`config.mk`:
```
export PLATFORM = sky130hd
export DESIGN_NAME = dsw_encoder
export DESIGN_NICKNAME = d
export VERILOG_FILES = /design/src/dsw_pkg.sv /design/src/dsw_fault_if.sv /design/src/dsw_fault_latch.sv /design/src/dsw_encoder.sv
export VERILOG_INCLUDE_DIRS = /design/src
export SDC_FILE = /design/constraint.sdc
export NUM_CORES = 1
export LEC_CHECK = 0
export ABC_AREA = 1
export BUFFER_PORTS_ARGS = -buffer_cell sky130_fd_sc_hd__buf_4
export CELL_PAD_IN_SITES_DETAIL_PLACEMENT = 0
export CELL_PAD_IN_SITES_GLOBAL_PLACEMENT = 1
export CORE_ASPECT_RATIO = 0.9
export CORE_MARGIN = 2
export CORE_UTILIZATION = 31
export CTS_CLUSTER_DIAMETER = 60
export DETAILED_ROUTE_END_ITERATION = 8
export GPL_TIMING_DRIVEN = 1
export MAX_ROUTING_LAYER = met4
export PLACE_DENSITY = 0.77
export SYNTH_ARGS = -nofsm -noshare
export SYNTH_HDL_FRONTEND = slang
export SYNTH_HIERARCHICAL = 1
export SYNTH_SLANG_ARGS = --single-unit
```
`constraint.sdc`:
```
create_clock -name sys_clk -period 1.64 [get_ports sys_clk]
set_input_delay 0.246 -clock sys_clk [delete_from_list [all_inputs] [get_ports sys_clk]]
set_output_delay 0.246 -clock sys_clk [all_outputs]
set_load 0.02 [all_outputs]
```
`src/dsw_regs.svh`:
```
`ifndef DSW_REGS_SVH
`define DSW_REGS_SVH

// Status word bit positions
`define DSW_BIT_CTRL_READY    0
`define DSW_BIT_DRIVE_READY   1
`define DSW_BIT_ENABLE        2
`define DSW_BIT_TRIP          3
`define DSW_BIT_ERROR         4
`define DSW_BIT_RESERVED      5
`define DSW_BIT_TRIPLOCK      6
`define DSW_BIT_WARNING       7
`define DSW_BIT_AT_REF        8
`define DSW_BIT_BUS_CTRL      9
`define DSW_BIT_FREQ_OK       10
`define DSW_BIT_RUNNING       11
`define DSW_BIT_AUTO_STOP     12
`define DSW_BIT_VOLT_EXC      13
`define DSW_BIT_TORQUE_EXC    14
`define DSW_BIT_TIMER_EXC     15

// Control word bit positions
`define DSW_CW_RESET          7
`define DSW_CW_DATA_VALID     10
`define DSW_CW_REVERSE        15

// Reset values and scaling
`define DSW_STATUS_RESET      16'h0000
`define DSW_REF_FULL_SCALE    16'h4000
`define DSW_THERMAL_FULL      16'h4000

`endif

```
`src/dsw_pkg.sv`:
```
package dsw_pkg;

   typedef enum logic [1:0] {
      DSW_REV_DIGITAL,
      DSW_REV_BUS,
      DSW_REV_LOGIC_OR,
      DSW_REV_LOGIC_AND
   } dsw_rev_sel_type;

   typedef enum {
      DSW_ST_RUN,
      DSW_ST_TRIP,
      DSW_ST_TRIPLOCK
   } dsw_fault_state_type;

endpackage

```
`src/dsw_fault_if.sv`:
```
`timescale 1ns/1ps

interface dsw_fault_if;
   logic alarm;
   logic alarm_lock;
   logic reset_req;
   logic power_cycle;
   logic tripped;
   logic locked;
   modport ctrl (output alarm, output alarm_lock, output reset_req, output power_cycle,
                 input tripped, input locked);
   modport fsm  (input alarm, input alarm_lock, input reset_req, input power_cycle,
                 output tripped, output locked);
endinterface

```
`src/dsw_fault_latch.sv`:
```
`timescale 1ns/1ps

// ****************************************
// Trip and trip-lock holder
// ****************************************
module dsw_fault_latch (
   input  wire logic sys_clk,
   input  wire logic rst_n,
   dsw_fault_if.fsm  flt
);

   dsw_pkg::dsw_fault_state_type state_r;

   always_ff @(posedge sys_clk) begin
      if (!rst_n) begin
         state_r <= dsw_pkg::DSW_ST_RUN;
      end else begin
         case (state_r)
            dsw_pkg::DSW_ST_RUN: begin
               if (flt.alarm_lock) begin
                  state_r <= dsw_pkg::DSW_ST_TRIPLOCK;
               end else if (flt.alarm) begin
                  state_r <= dsw_pkg::DSW_ST_TRIP;
               end
            end
            dsw_pkg::DSW_ST_TRIP: begin
               if (flt.alarm_lock) begin
                  state_r <= dsw_pkg::DSW_ST_TRIPLOCK;
               end else if (flt.reset_req && !flt.alarm) begin
                  state_r <= dsw_pkg::DSW_ST_RUN;
               end
            end
            dsw_pkg::DSW_ST_TRIPLOCK: begin
               if (flt.power_cycle && !flt.alarm_lock && !flt.alarm) begin
                  state_r <= dsw_pkg::DSW_ST_TRIP;
               end
            end
            default: state_r <= dsw_pkg::DSW_ST_RUN;
         endcase
      end
   end

   assign flt.tripped = (state_r != dsw_pkg::DSW_ST_RUN);
   assign flt.locked  = (state_r == dsw_pkg::DSW_ST_TRIPLOCK);

endmodule

```
`src/dsw_encoder.sv`:
```
`timescale 1ns/1ps
`include "dsw_regs.svh"

module dsw_encoder (
   input  wire logic               sys_clk,
   input  wire logic               rst_n,
   // Bus control word
   input  wire logic [15:0]        ctrl_word,
   input  wire logic               ctrl_word_strobe,
   input  wire logic [1:0]         rev_source_sel,
   input  wire logic               rev_digital_in,
   // Condition inputs from pins
   input  wire logic               alarm_in,
   input  wire logic               alarm_lock_in,
   input  wire logic               power_cycle_in,
   input  wire logic               panel_reset_in,
   input  wire logic               dig_reset_in,
   input  wire logic               auto_reset_in,
   input  wire logic               coast_active_in,
   input  wire logic               error_no_trip_in,
   input  wire logic [7:0]         warning_in,
   input  wire logic               local_stop_in,
   input  wire logic               local_site_in,
   input  wire logic               start_in,
   input  wire logic               over_temp_in,
   input  wire logic               dc_low_in,
   input  wire logic               dc_high_in,
   input  wire logic               link_lost_in,
   input  wire logic               comm_fault_in,
   // Measured quantities, same clock
   input  wire logic signed [15:0] speed_ref,
   input  wire logic signed [15:0] out_freq,
   input  wire logic signed [15:0] freq_low_limit,
   input  wire logic signed [15:0] freq_high_limit,
   input  wire logic [15:0]        motor_current,
   input  wire logic [15:0]        current_limit,
   input  wire logic [15:0]        motor_thermal,
   input  wire logic [15:0]        drive_thermal,
   // Results
   output logic [15:0]             drive_status_word,
   output logic signed [15:0]      actual_output_frequency_word,
   output logic                    reverse_r,
   output logic                    bus_reset_pulse_r
);

   localparam int NSYNC = 22;

   // ****************************************
   // Pin synchronisers
   // ****************************************
   logic [NSYNC-1:0] pin_raw;
   logic [NSYNC-1:0] sync1_r;
   logic [NSYNC-1:0] sync2_r;

   assign pin_raw = {alarm_in, alarm_lock_in, power_cycle_in, panel_reset_in,
                     dig_reset_in, auto_reset_in, coast_active_in, error_no_trip_in,
                     warning_in, local_stop_in, local_site_in, start_in,
                     over_temp_in, dc_low_in, dc_high_in};

   genvar gi;
   generate
      for (gi = 0; gi < NSYNC; gi++) begin : g_sync
         always_ff @(posedge sys_clk) begin
            if (!rst_n) begin
               sync1_r[gi] <= 1'b0;
               sync2_r[gi] <= 1'b0;
            end else begin
               sync1_r[gi] <= pin_raw[gi];
               sync2_r[gi] <= sync1_r[gi];
            end
         end
      end
   endgenerate

   logic       s_alarm, s_lock, s_pcyc, s_pnl_rst, s_dig_rst, s_auto_rst, s_coast, s_err;
   logic [7:0] s_warn;
   logic       s_loc_stop, s_loc_site, s_start, s_otemp, s_dc_low, s_dc_high;

   assign {s_alarm, s_lock, s_pcyc, s_pnl_rst, s_dig_rst, s_auto_rst, s_coast, s_err,
           s_warn, s_loc_stop, s_loc_site, s_start, s_otemp, s_dc_low, s_dc_high} = sync2_r;

   // Link loss flags synchronised separately
   logic [1:0] lnk1_r;
   logic [1:0] lnk2_r;

   always_ff @(posedge sys_clk) begin
      if (!rst_n) begin
         lnk1_r <= 2'h0;
         lnk2_r <= 2'h0;
      end else begin
         lnk1_r <= {link_lost_in, comm_fault_in};
         lnk2_r <= lnk1_r;
      end
   end

   // ****************************************
   // Control word capture
   // ****************************************
   logic [15:0] cw_r;
   logic        cw_reset_prev_r;

   always_ff @(posedge sys_clk) begin
      if (!rst_n) begin
         cw_r <= 16'h0000;
      end else if (ctrl_word_strobe && ctrl_word[`DSW_CW_DATA_VALID]) begin
         cw_r <= ctrl_word;
      end
   end

   always_ff @(posedge sys_clk) begin
      if (!rst_n) begin
         cw_reset_prev_r   <= 1'b0;
         bus_reset_pulse_r <= 1'b0;
      end else begin
         cw_reset_prev_r   <= cw_r[`DSW_CW_RESET];
         bus_reset_pulse_r <= cw_r[`DSW_CW_RESET] && !cw_reset_prev_r;
      end
   end

   // ****************************************
   // Reversing
   // ****************************************
   logic bus_rev;
   assign bus_rev = cw_r[`DSW_CW_REVERSE];

   always_ff @(posedge sys_clk) begin
      if (!rst_n) begin
         reverse_r <= 1'b0;
      end else begin
         case (dsw_pkg::dsw_rev_sel_type'(rev_source_sel))
            dsw_pkg::DSW_REV_BUS:       reverse_r <= bus_rev;
            dsw_pkg::DSW_REV_LOGIC_OR:  reverse_r <= bus_rev || rev_digital_in;
            dsw_pkg::DSW_REV_LOGIC_AND: reverse_r <= bus_rev && rev_digital_in;
            default:                    reverse_r <= rev_digital_in;
         endcase
      end
   end

   // ****************************************
   // Trip handling
   // ****************************************
   dsw_fault_if flt ();

   assign flt.alarm       = s_alarm;
   assign flt.alarm_lock  = s_lock;
   assign flt.power_cycle = s_pcyc;
   assign flt.reset_req   = s_pnl_rst || s_dig_rst || s_auto_rst || bus_reset_pulse_r;

   dsw_fault_latch u_fault (
      .sys_clk (sys_clk),
      .rst_n   (rst_n),
      .flt     (flt)
   );

   // ****************************************
   // Status word snapshot
   // ****************************************
   logic [15:0] stw_nxt;
   logic        therm_exc;

   assign therm_exc = (motor_thermal > `DSW_THERMAL_FULL) || (drive_thermal > `DSW_THERMAL_FULL);

   always_comb begin
      stw_nxt                        = `DSW_STATUS_RESET;
      stw_nxt[`DSW_BIT_CTRL_READY]   = !flt.tripped;
      stw_nxt[`DSW_BIT_DRIVE_READY]  = !flt.tripped && s_coast;
      stw_nxt[`DSW_BIT_ENABLE]       = !flt.tripped && !s_coast && !s_otemp;
      stw_nxt[`DSW_BIT_TRIP]         = flt.tripped && !flt.locked;
      stw_nxt[`DSW_BIT_ERROR]        = s_err;
      stw_nxt[`DSW_BIT_RESERVED]     = 1'b0;
      stw_nxt[`DSW_BIT_TRIPLOCK]     = flt.locked;
      stw_nxt[`DSW_BIT_WARNING]      = |s_warn;
      stw_nxt[`DSW_BIT_AT_REF]       = (out_freq == speed_ref);
      stw_nxt[`DSW_BIT_BUS_CTRL]     = !(s_loc_stop || s_loc_site);
      stw_nxt[`DSW_BIT_FREQ_OK]      = (out_freq > freq_low_limit)
                                       && (out_freq < freq_high_limit);
      stw_nxt[`DSW_BIT_RUNNING]      = s_start || (out_freq != 16'sh0000);
      stw_nxt[`DSW_BIT_AUTO_STOP]    = s_otemp && !flt.tripped;
      stw_nxt[`DSW_BIT_VOLT_EXC]     = s_dc_low || s_dc_high;
      stw_nxt[`DSW_BIT_TORQUE_EXC]   = motor_current > current_limit;
      stw_nxt[`DSW_BIT_TIMER_EXC]    = therm_exc;
      if (lnk2_r != 2'h0) begin
         stw_nxt = 16'h0000;
      end
   end

   always_ff @(posedge sys_clk) begin
      if (!rst_n) begin
         drive_status_word <= `DSW_STATUS_RESET;
      end else begin
         drive_status_word <= stw_nxt;
      end
   end

   always_ff @(posedge sys_clk) begin
      if (!rst_n) begin
         actual_output_frequency_word <= 16'sh0000;
      end else begin
         actual_output_frequency_word <= out_freq;
      end
   end

   // ****************************************
   // Checks
   // ****************************************
   property p_link_clear;
      @(posedge sys_clk) disable iff (!rst_n) (lnk2_r != 2'h0) |=> (drive_status_word == 16'h0000);
   endproperty
   a_link_clear: assert property (p_link_clear) else $error("status not cleared");

   property p_reserved;
      @(posedge sys_clk) disable iff (!rst_n) !drive_status_word[`DSW_BIT_RESERVED];
   endproperty
   a_reserved: assert property (p_reserved) else $error("reserved bit set");

   property p_snapshot;
      @(posedge sys_clk) disable iff (!rst_n) rst_n |=> (drive_status_word == $past(stw_nxt));
   endproperty
   a_snapshot: assert property (p_snapshot) else $error("status not snapshotted");

   property p_ready_trip;
      @(posedge sys_clk) disable iff (!rst_n)
         (drive_status_word[`DSW_BIT_TRIP] || drive_status_word[`DSW_BIT_TRIPLOCK])
         |-> !drive_status_word[`DSW_BIT_CTRL_READY];
   endproperty
   a_ready_trip: assert property (p_ready_trip) else $error("ready while tripped");

   property p_reset_edge;
      @(posedge sys_clk) disable iff (!rst_n) bus_reset_pulse_r |=> !bus_reset_pulse_r;
   endproperty
   a_reset_edge: assert property (p_reset_edge) else $error("reset not an edge");

   property p_ignore_invalid;
      @(posedge sys_clk) disable iff (!rst_n)
         (ctrl_word_strobe && !ctrl_word[`DSW_CW_DATA_VALID]) |=> $stable(cw_r);
   endproperty
   a_ignore_invalid: assert property (p_ignore_invalid) else $error("invalid word used");

   property p_rev_digital;
      @(posedge sys_clk) disable iff (!rst_n)
         (rev_source_sel == 2'h0) |=> (reverse_r == $past(rev_digital_in));
   endproperty
   a_rev_digital: assert property (p_rev_digital) else $error("bus reversed in digital");

   property p_warn_follow;
      @(posedge sys_clk) disable iff (!rst_n)
         (lnk2_r == 2'h0) |=> (drive_status_word[`DSW_BIT_WARNING] == $past(|s_warn));
   endproperty
   a_warn_follow: assert property (p_warn_follow) else $error("warning not tracking");

   property p_freq_scale;
      @(posedge sys_clk) disable iff (!rst_n) rst_n |=> (actual_output_frequency_word == $past(out_freq));
   endproperty
   a_freq_scale: assert property (p_freq_scale) else $error("frequency word wrong");

   property p_reset_rise;
      @(posedge sys_clk) disable iff (!rst_n)
         bus_reset_pulse_r |-> (cw_reset_prev_r && !$past(cw_reset_prev_r));
   endproperty
   a_reset_rise: assert property (p_reset_rise) else $error("reset pulse without rise");

   property p_trip_hold;
      @(posedge sys_clk) disable iff (!rst_n)
         (flt.tripped && !flt.reset_req) |=> flt.tripped;
   endproperty
   a_trip_hold: assert property (p_trip_hold) else $error("trip dropped without reset");

   property p_alarm_trip;
      @(posedge sys_clk) disable iff (!rst_n)
         flt.alarm |=> flt.tripped;
   endproperty
   a_alarm_trip: assert property (p_alarm_trip) else $error("alarm did not trip");

   property p_rev_bus;
      @(posedge sys_clk) disable iff (!rst_n)
         (rev_source_sel == 2'h1) |=> (reverse_r == $past(bus_rev));
   endproperty
   a_rev_bus: assert property (p_rev_bus) else $error("bus reverse not followed");

endmodule

```
==> results of run 1 <==
-- power by group through the flow --
stage,combinational (mW),sequential [mW],clock [mW]
4_1_cts,0.989,2.23,2.08
3_5_place_dp,0.985,2.28,0
2_1_floorplan,0.405,2.34,0
6_report,0.975,2.23,2.01
3_3_place_gp,0.960,2.28,0
5_1_grt,1.11,2.24,2.15
-- worst max-delay path: stages (launching register included) --
cell,delay [ns]
dfxtp_1,0.29
or4_1,0.58
inv_1,0.09
nor2_1,0.04
nor2_1,0.08
o21bai_1,0.11
nand2_1,0.06
inv_1,0.06
-- worst max path at each step --
stage                                  endpoint               start
after detailed placement  drive_status_word[14]    current_limit[7]
after floorplan           drive_status_word[10]  freq_low_limit[15]
after global routing         u_fault/state_r[0]           s_pnl_rst
after CTS                    u_fault/state_r[0]           s_pnl_rst
after global placement    drive_status_word[10]        out_freq[11]
final                        u_fault/state_r[0]           s_dig_rst
-- flip-flops by register name (all words and copies together), names as in the netlist, 2 cells and up --
signal	count
sync1_r	22
actual_output_frequency_word	16
drive_status_word	15
s_warn	8
cw_r	2
lnk1_r	2
lnk2_r	2
u_fault/state_r	2
-- cell usage in the layout (no fill, tap or decap), drive strengths merged, types with 2 or more instances in the layout --
master	synthesis	final
buf	5	196
nor4	14	14
nand3	7	7
or2	2	2
nor2	31	31
a221oi	4	4
dfxtp	86	86
nand4	6	6
nand2	127	127
o21bai	2	2
clkinvlp	0	3
xor2	4	4
inv	141	143
a21oi	26	26
xnor2	2	2
o22ai	3	3
nand3b	2	2
nor3	7	7
ha	47	47
o21ai	12	12
clkbuf	4	9
-- synthesized netlist by cell type, drive strengths merged, types with 5 or more instances --
library cell,instances
a21oi,26
buf,5
dfxtp,86
ha,47
inv,141
nand2,127
nand3,7
nand4,6
nor2,31
nor3,7
nor4,14
o21ai,12
-- per-layer routing --
metal  up-vias  global-route usage
met3        10              0.0331
met5         -                   -
met2       110               0.276
met1      1678               0.182
li1       2063                   -
met4         0              0.0437
-- area by class of cell --
| cell class | count | area (um^2) |
|---|---|---|
| Tap cell | 164 | 205 |
| Multi-Input combinational cell | 306 | 1800 |
| Clock inverter | 6 | 70.1 |
| Fill cell | 1320 | 6760 |
| Inverter | 142 | 533 |
| Timing Repair Buffer | 196 | 1470 |
| Clock buffer | 9 | 225 |
| Sequential cell | 86 | 1720 |
-- kinds of logic after synthesis --
kind of cell,count (synthesis),share of synthesized area
AND/OR/NAND/NOR,199,0.207
AO/OA/AOI/OAI,53,0.0746
flip-flops,86,0.421
buffers and inverters,151,0.141
adder cells (fa/ha/maj),47,0.144
XOR/XNOR,6,0.0128
other,1,0.000916
==> impl_metrics.yaml, run 1 <==
critical_path:
  critPathCaptureType: "flip-flop"
  arrival_ns: 1.65
  path_class: "reg -> reg"
  path_max_fanout: 1
  rr_worst_depth: 7
  cp.required_ns: 1.91
  r2r_setup_slack_ns: 0.26
  worst_setup_path_start_kind: "flip-flop"
  r2r-end: "u_fault/state_r[0]"
  r2r-start: "s_dig_rst"
sta:
  skew_ns: 0.00634
  final-hold-violation-count: 0
  setup_violations: 0
  tightestPinTransition_ns: 0.682
  fin_tns_setup_ns: 0
  period_share: 0.839
  whs_ns: 0.0976
  drv_slew: 0
  post-route-min-period_ns: 1.38
  setup_ws_ns: 0.265
  slew_headroom: 0.545
  fmax_ghz: 0.727
  rsz0062_at_grt: "no"
cts:
  cts_resized: 0
  cts_sinks: 86
  cts_max_path_buffers: 2
  cts_hold_buf: 0
  htreeDepth: 3
  cts_tree: "done"
  post_cts_buffers: 0
  insertion_delay_ns: 0.33
  cts_buffers: 9
  path_clk_slew_ns: 0.06
  root_buffer: "clkbuf_16"
route:
  route.met3.wl_um: 526
  dr.pass1.iters: 4
  top_layer_used: "met4"
  wirelength_um: 10900
  antenna_left: 0
  m1WireLength_um: 4960
  wl_per_cell_um: 11.9
  dr.first_iter.drc_count: 123
  drcViolationCount: 0
  vias: 3861
  via_per_inst: 4.25
  wl_met2_um: 5220
placed_design:
  pre_cts_ws_ns: 0.111
  post-dp-hpwl_um: 8790
  globalplace.congestion: 0.855
  dp_cells: 894
  place.port_buffers: 193
  placed_cell_area_mm2: 0.00573
global_route:
  grt_max_degree: 69
  grt_pass1_wl_um: 17400
  grt_pass1_vias: 3790
  overflow: 0
  grt_usage: 0.157
  antenna_found_initial: 0
synth:
  yosys.area.top_type_share: 0.421
  synth_edf_count: 0
  synthTopCellsByArea: "dfxtp_1 (42%), ha_1 (14%), inv_1 (13%)"
  synth_nets: 764
  synthCells: 543
  ys_async_sr_fraction: 0
  ys_warn_count: 6
  ys_ff_latch: 86
  yosys_most_used_dff: "dfxtp_1"
  yosys.area.top_type: "dfxtp_1"
  ys_seq_area_frac: 0.421
  syn-cell-area_mm2: 0.00409
  yosysUniqueCellTypes: 36
  synth_area_per_cell_um2: 7.54
floorplan:
  die_x_um: 125
  rows: 39
  dieArea_mm2: 0.0141
  die_y_um: 113
  initial_core_util: 0.320
  core_mm2: 0.0128
  ios: 208
pwr:
  p_leak_nw: 3.57
  comb_power_share: 0.187
  power_switching_mw: 1.33
  ir_drop_uv: 480
  powerDensity_mw_per_mm2: 866
  swShare: 0.255
  internal-power_mw: 3.89
  power_mw: 5.22
  clkPwrFrac: 0.385
  seq_power_share: 0.428
cells_and_area:
  drive_gt1_frac: 0.294
  antennaDiodeCount: 0
  final_core_util: 0.471
  final-instance-count-excl-fill: 909
  layout.nets: 962
  syn2layout_area_growth_pct: 47.1
  finalInstanceArea_mm2: 0.00602
min_path:
  hp-class: "in -> reg"
  min_from: "local_site_in"
  min_delay_path_depth: 3
  hold_end: "sync1_r[4]"
job:
  cap_viol_max_count: 0
run_status:
  status: "completed"
No activity file was read; power rests on OpenSTA's default activity.
==> run 2, diff against run 1 <==
Settings changed: CORE_UTILIZATION 31 to 28, PLACE_DENSITY 0.77 to 0.73.
Clock period 1.64 ns to 1.2 ns, I/O delays scaled along.
==> run 2 against run 1 <==
Compared with the run above: the run now ends with setup timing left; final cell count is 7.0% higher; power rose by 37%; critical path depth is the same; utilization is 1.8 points lower; flip-flop and latch count unchanged; fmax rose by 6.4%; sequential share of layout area is 1.7 points lower; count of clock-buffer cells in the layout increased by 1.
==> impl_metrics.yaml, run 2 (synthesized netlist as in run 1, its figures left out) <==
run_status:
  status: "finished, violations left"
  violations: "setup timing"
cells_and_area:
  drive_gt1_frac: 0.338
  layout_commonest_cell: "buf_4"
  syn2layout_area_growth_pct: 56.7
  top_regs: "sync1_r x22, actual_output_frequency_word x16, drive_status_word x15"
  final_cell_mix: "buf_4 (227), inv_1 (135), nand2_1 (126)"
  largest_reg_flops: 22
  layout.nets: 996
  final-instance-count-excl-fill: 973
  largest_register: "sync1_r"
  antennaDiodeCount: 0
sta:
  period_share: 1.08
  setup_ws_ns: -0.0922
  rsz0062_at_grt: "yes"
  post-route-min-period_ns: 1.29
  fmax_ghz: 0.774
  setup_violations: 1
  skew_ns: 0.00713
  whs_ns: 0.0226
  drv_slew: 0
  final-hold-violation-count: 0
placed_design:
  dp_cells: 953
  globalplace.congestion: 0.926
  pre_cts_ws_ns: -0.316
  place.port_buffers: 193
  post-dp-hpwl_um: 9140
route:
  wirelength_um: 11400
  via_per_inst: 4.11
  vias: 4000
  dr.first_iter.drc_count: 96
  wl_per_cell_um: 11.7
  drcViolationCount: 0
  antenna_left: 0
  dr.pass1.iters: 6
global_route:
  overflow: 0
  grt_pass1_wl_um: 18700
  top_usage_layer: "met2"
  use_met1: 0.174
  grt_max_degree: 59
  antenna_found_initial: 0
  grt_usage: 0.153
  grt_pass1_vias: 4041
  grtUsageMet2: 0.258
  use_met3: 0.0450
floorplan:
  core_mm2: 0.0142
  ios: 208
  die_y_um: 119
  rows: 41
  initial_core_util: 0.289
  die_x_um: 131
  dieArea_mm2: 0.0156
critical_path:
  crit_chain: "or4_4 -> inv_2 -> nor2_1 -> nor2_1 -> o21bai_1 -> nand2_1 -> inv_1"
  worst_setup_path_start_kind: "flip-flop"
  critPathCaptureType: "flip-flop"
  critPathSlowestCell: "or4_4"
  path_max_fanout: 1
  crit_buf_inv: 2
  cp.required_ns: 1.48
  path_class: "reg -> reg"
  critPathTopFamily: "simple AND/OR/NAND/NOR gates"
  cpPeakStageDelay_ns: 0.55
  arrival_ns: 1.57
  crit_path_frequent_cell: "nor2_1"
cts:
  insertion_delay_ns: 0.34
  root_buffer: "clkbuf_16"
  cts_max_path_buffers: 2
  htreeDepth: 3
  cts_buffers: 9
  cts_sinks: 86
  path_clk_slew_ns: 0.06
  cts_tree: "done"
pwr:
  p_leak_nw: 3.74
  powerDensity_mw_per_mm2: 1120
  ir_drop_uv: 637
min_path:
  hp-class: "in -> reg"
job:
  cap_viol_max_count: 0
## run 2: changes by cell type in the layout (fill, tap and decap cells not counted), sizes merged
cell	previous run	this run
inv	143	144
clkinvlp	3	2
clkinv	1	2
bufinv	1	0
buf	196	229
clkbuf	9	11
## run 2: tightest hold or removal path, cell delays in order
cell     delay (ns)
buf_4          0.07
nand2_1        0.04
inv_1          0.04
## run 2: path summary, 6_finish.rpt
path	start	endpoint	slack, ns	cells past startpoint
hold / removal	warning_in[3]	sync1_r[9]	0.02	3
setup / recovery	s_dig_rst	u_fault/state_r[0]	-0.09	7
hold reg to reg	cw_reset_prev_r	bus_reset_pulse_r	0.38	1
setup reg to reg	s_dig_rst	u_fault/state_r[0]	-0.09	7
## run 2: through the flow
step / power, mW / setup TNS [ns] / instance area, um^2 / utilization
CTS: 7.25 / -0.0749 / 6300 / 0.445
global route: 7.62 / -0.171 / 6410 / 0.453
detailed placement: 4.55 / -0.876 / 6000 / 0.424
finish: 7.16 / -0.0922 / 6410 / 0.453
global placement: 4.53 / -0.825 / 6000 / 0.424
floorplan: 3.75 / 0 / 4090 / -
## run 2: cell type report
class | count | area, um^2
inverter | 142 | 533
tap | 193 | 241
clock buffer | 10 | 229
clock inverter | 6 | 52.6
fill | 1484 | 7740
sequential | 86 | 1720
multi-input combinational | 306 | 1870
timing repair buffer | 230 | 1770
## run 2: power by group
group	total (mW)	internal, mW	switching [mW]	leakage [nW]
Sequential	3.06	3.01	0.0488	0.711
Clock	2.62	1.44	1.19	0.132
Combinational	1.48	0.804	0.681	2.90
## run 2: layer usage
metal / routed length (um) / up-vias
met4: 172 / 0
met2: 5490 / 115
li1: - / 2131
met1: 5090 / 1743
met5: 0 / -
met3: 629 / 11
## run 2: timing repair
action | CTS | global route
endpoints found under the hold margin | 0 | 0
setup endpoints to repair | 2 | 3
buffers inserted | 0 | 3
resized for setup | 4 | 11
hold buffers | 0 | 0
gates cloned | 0 | 1
pin swaps | 3 | 11
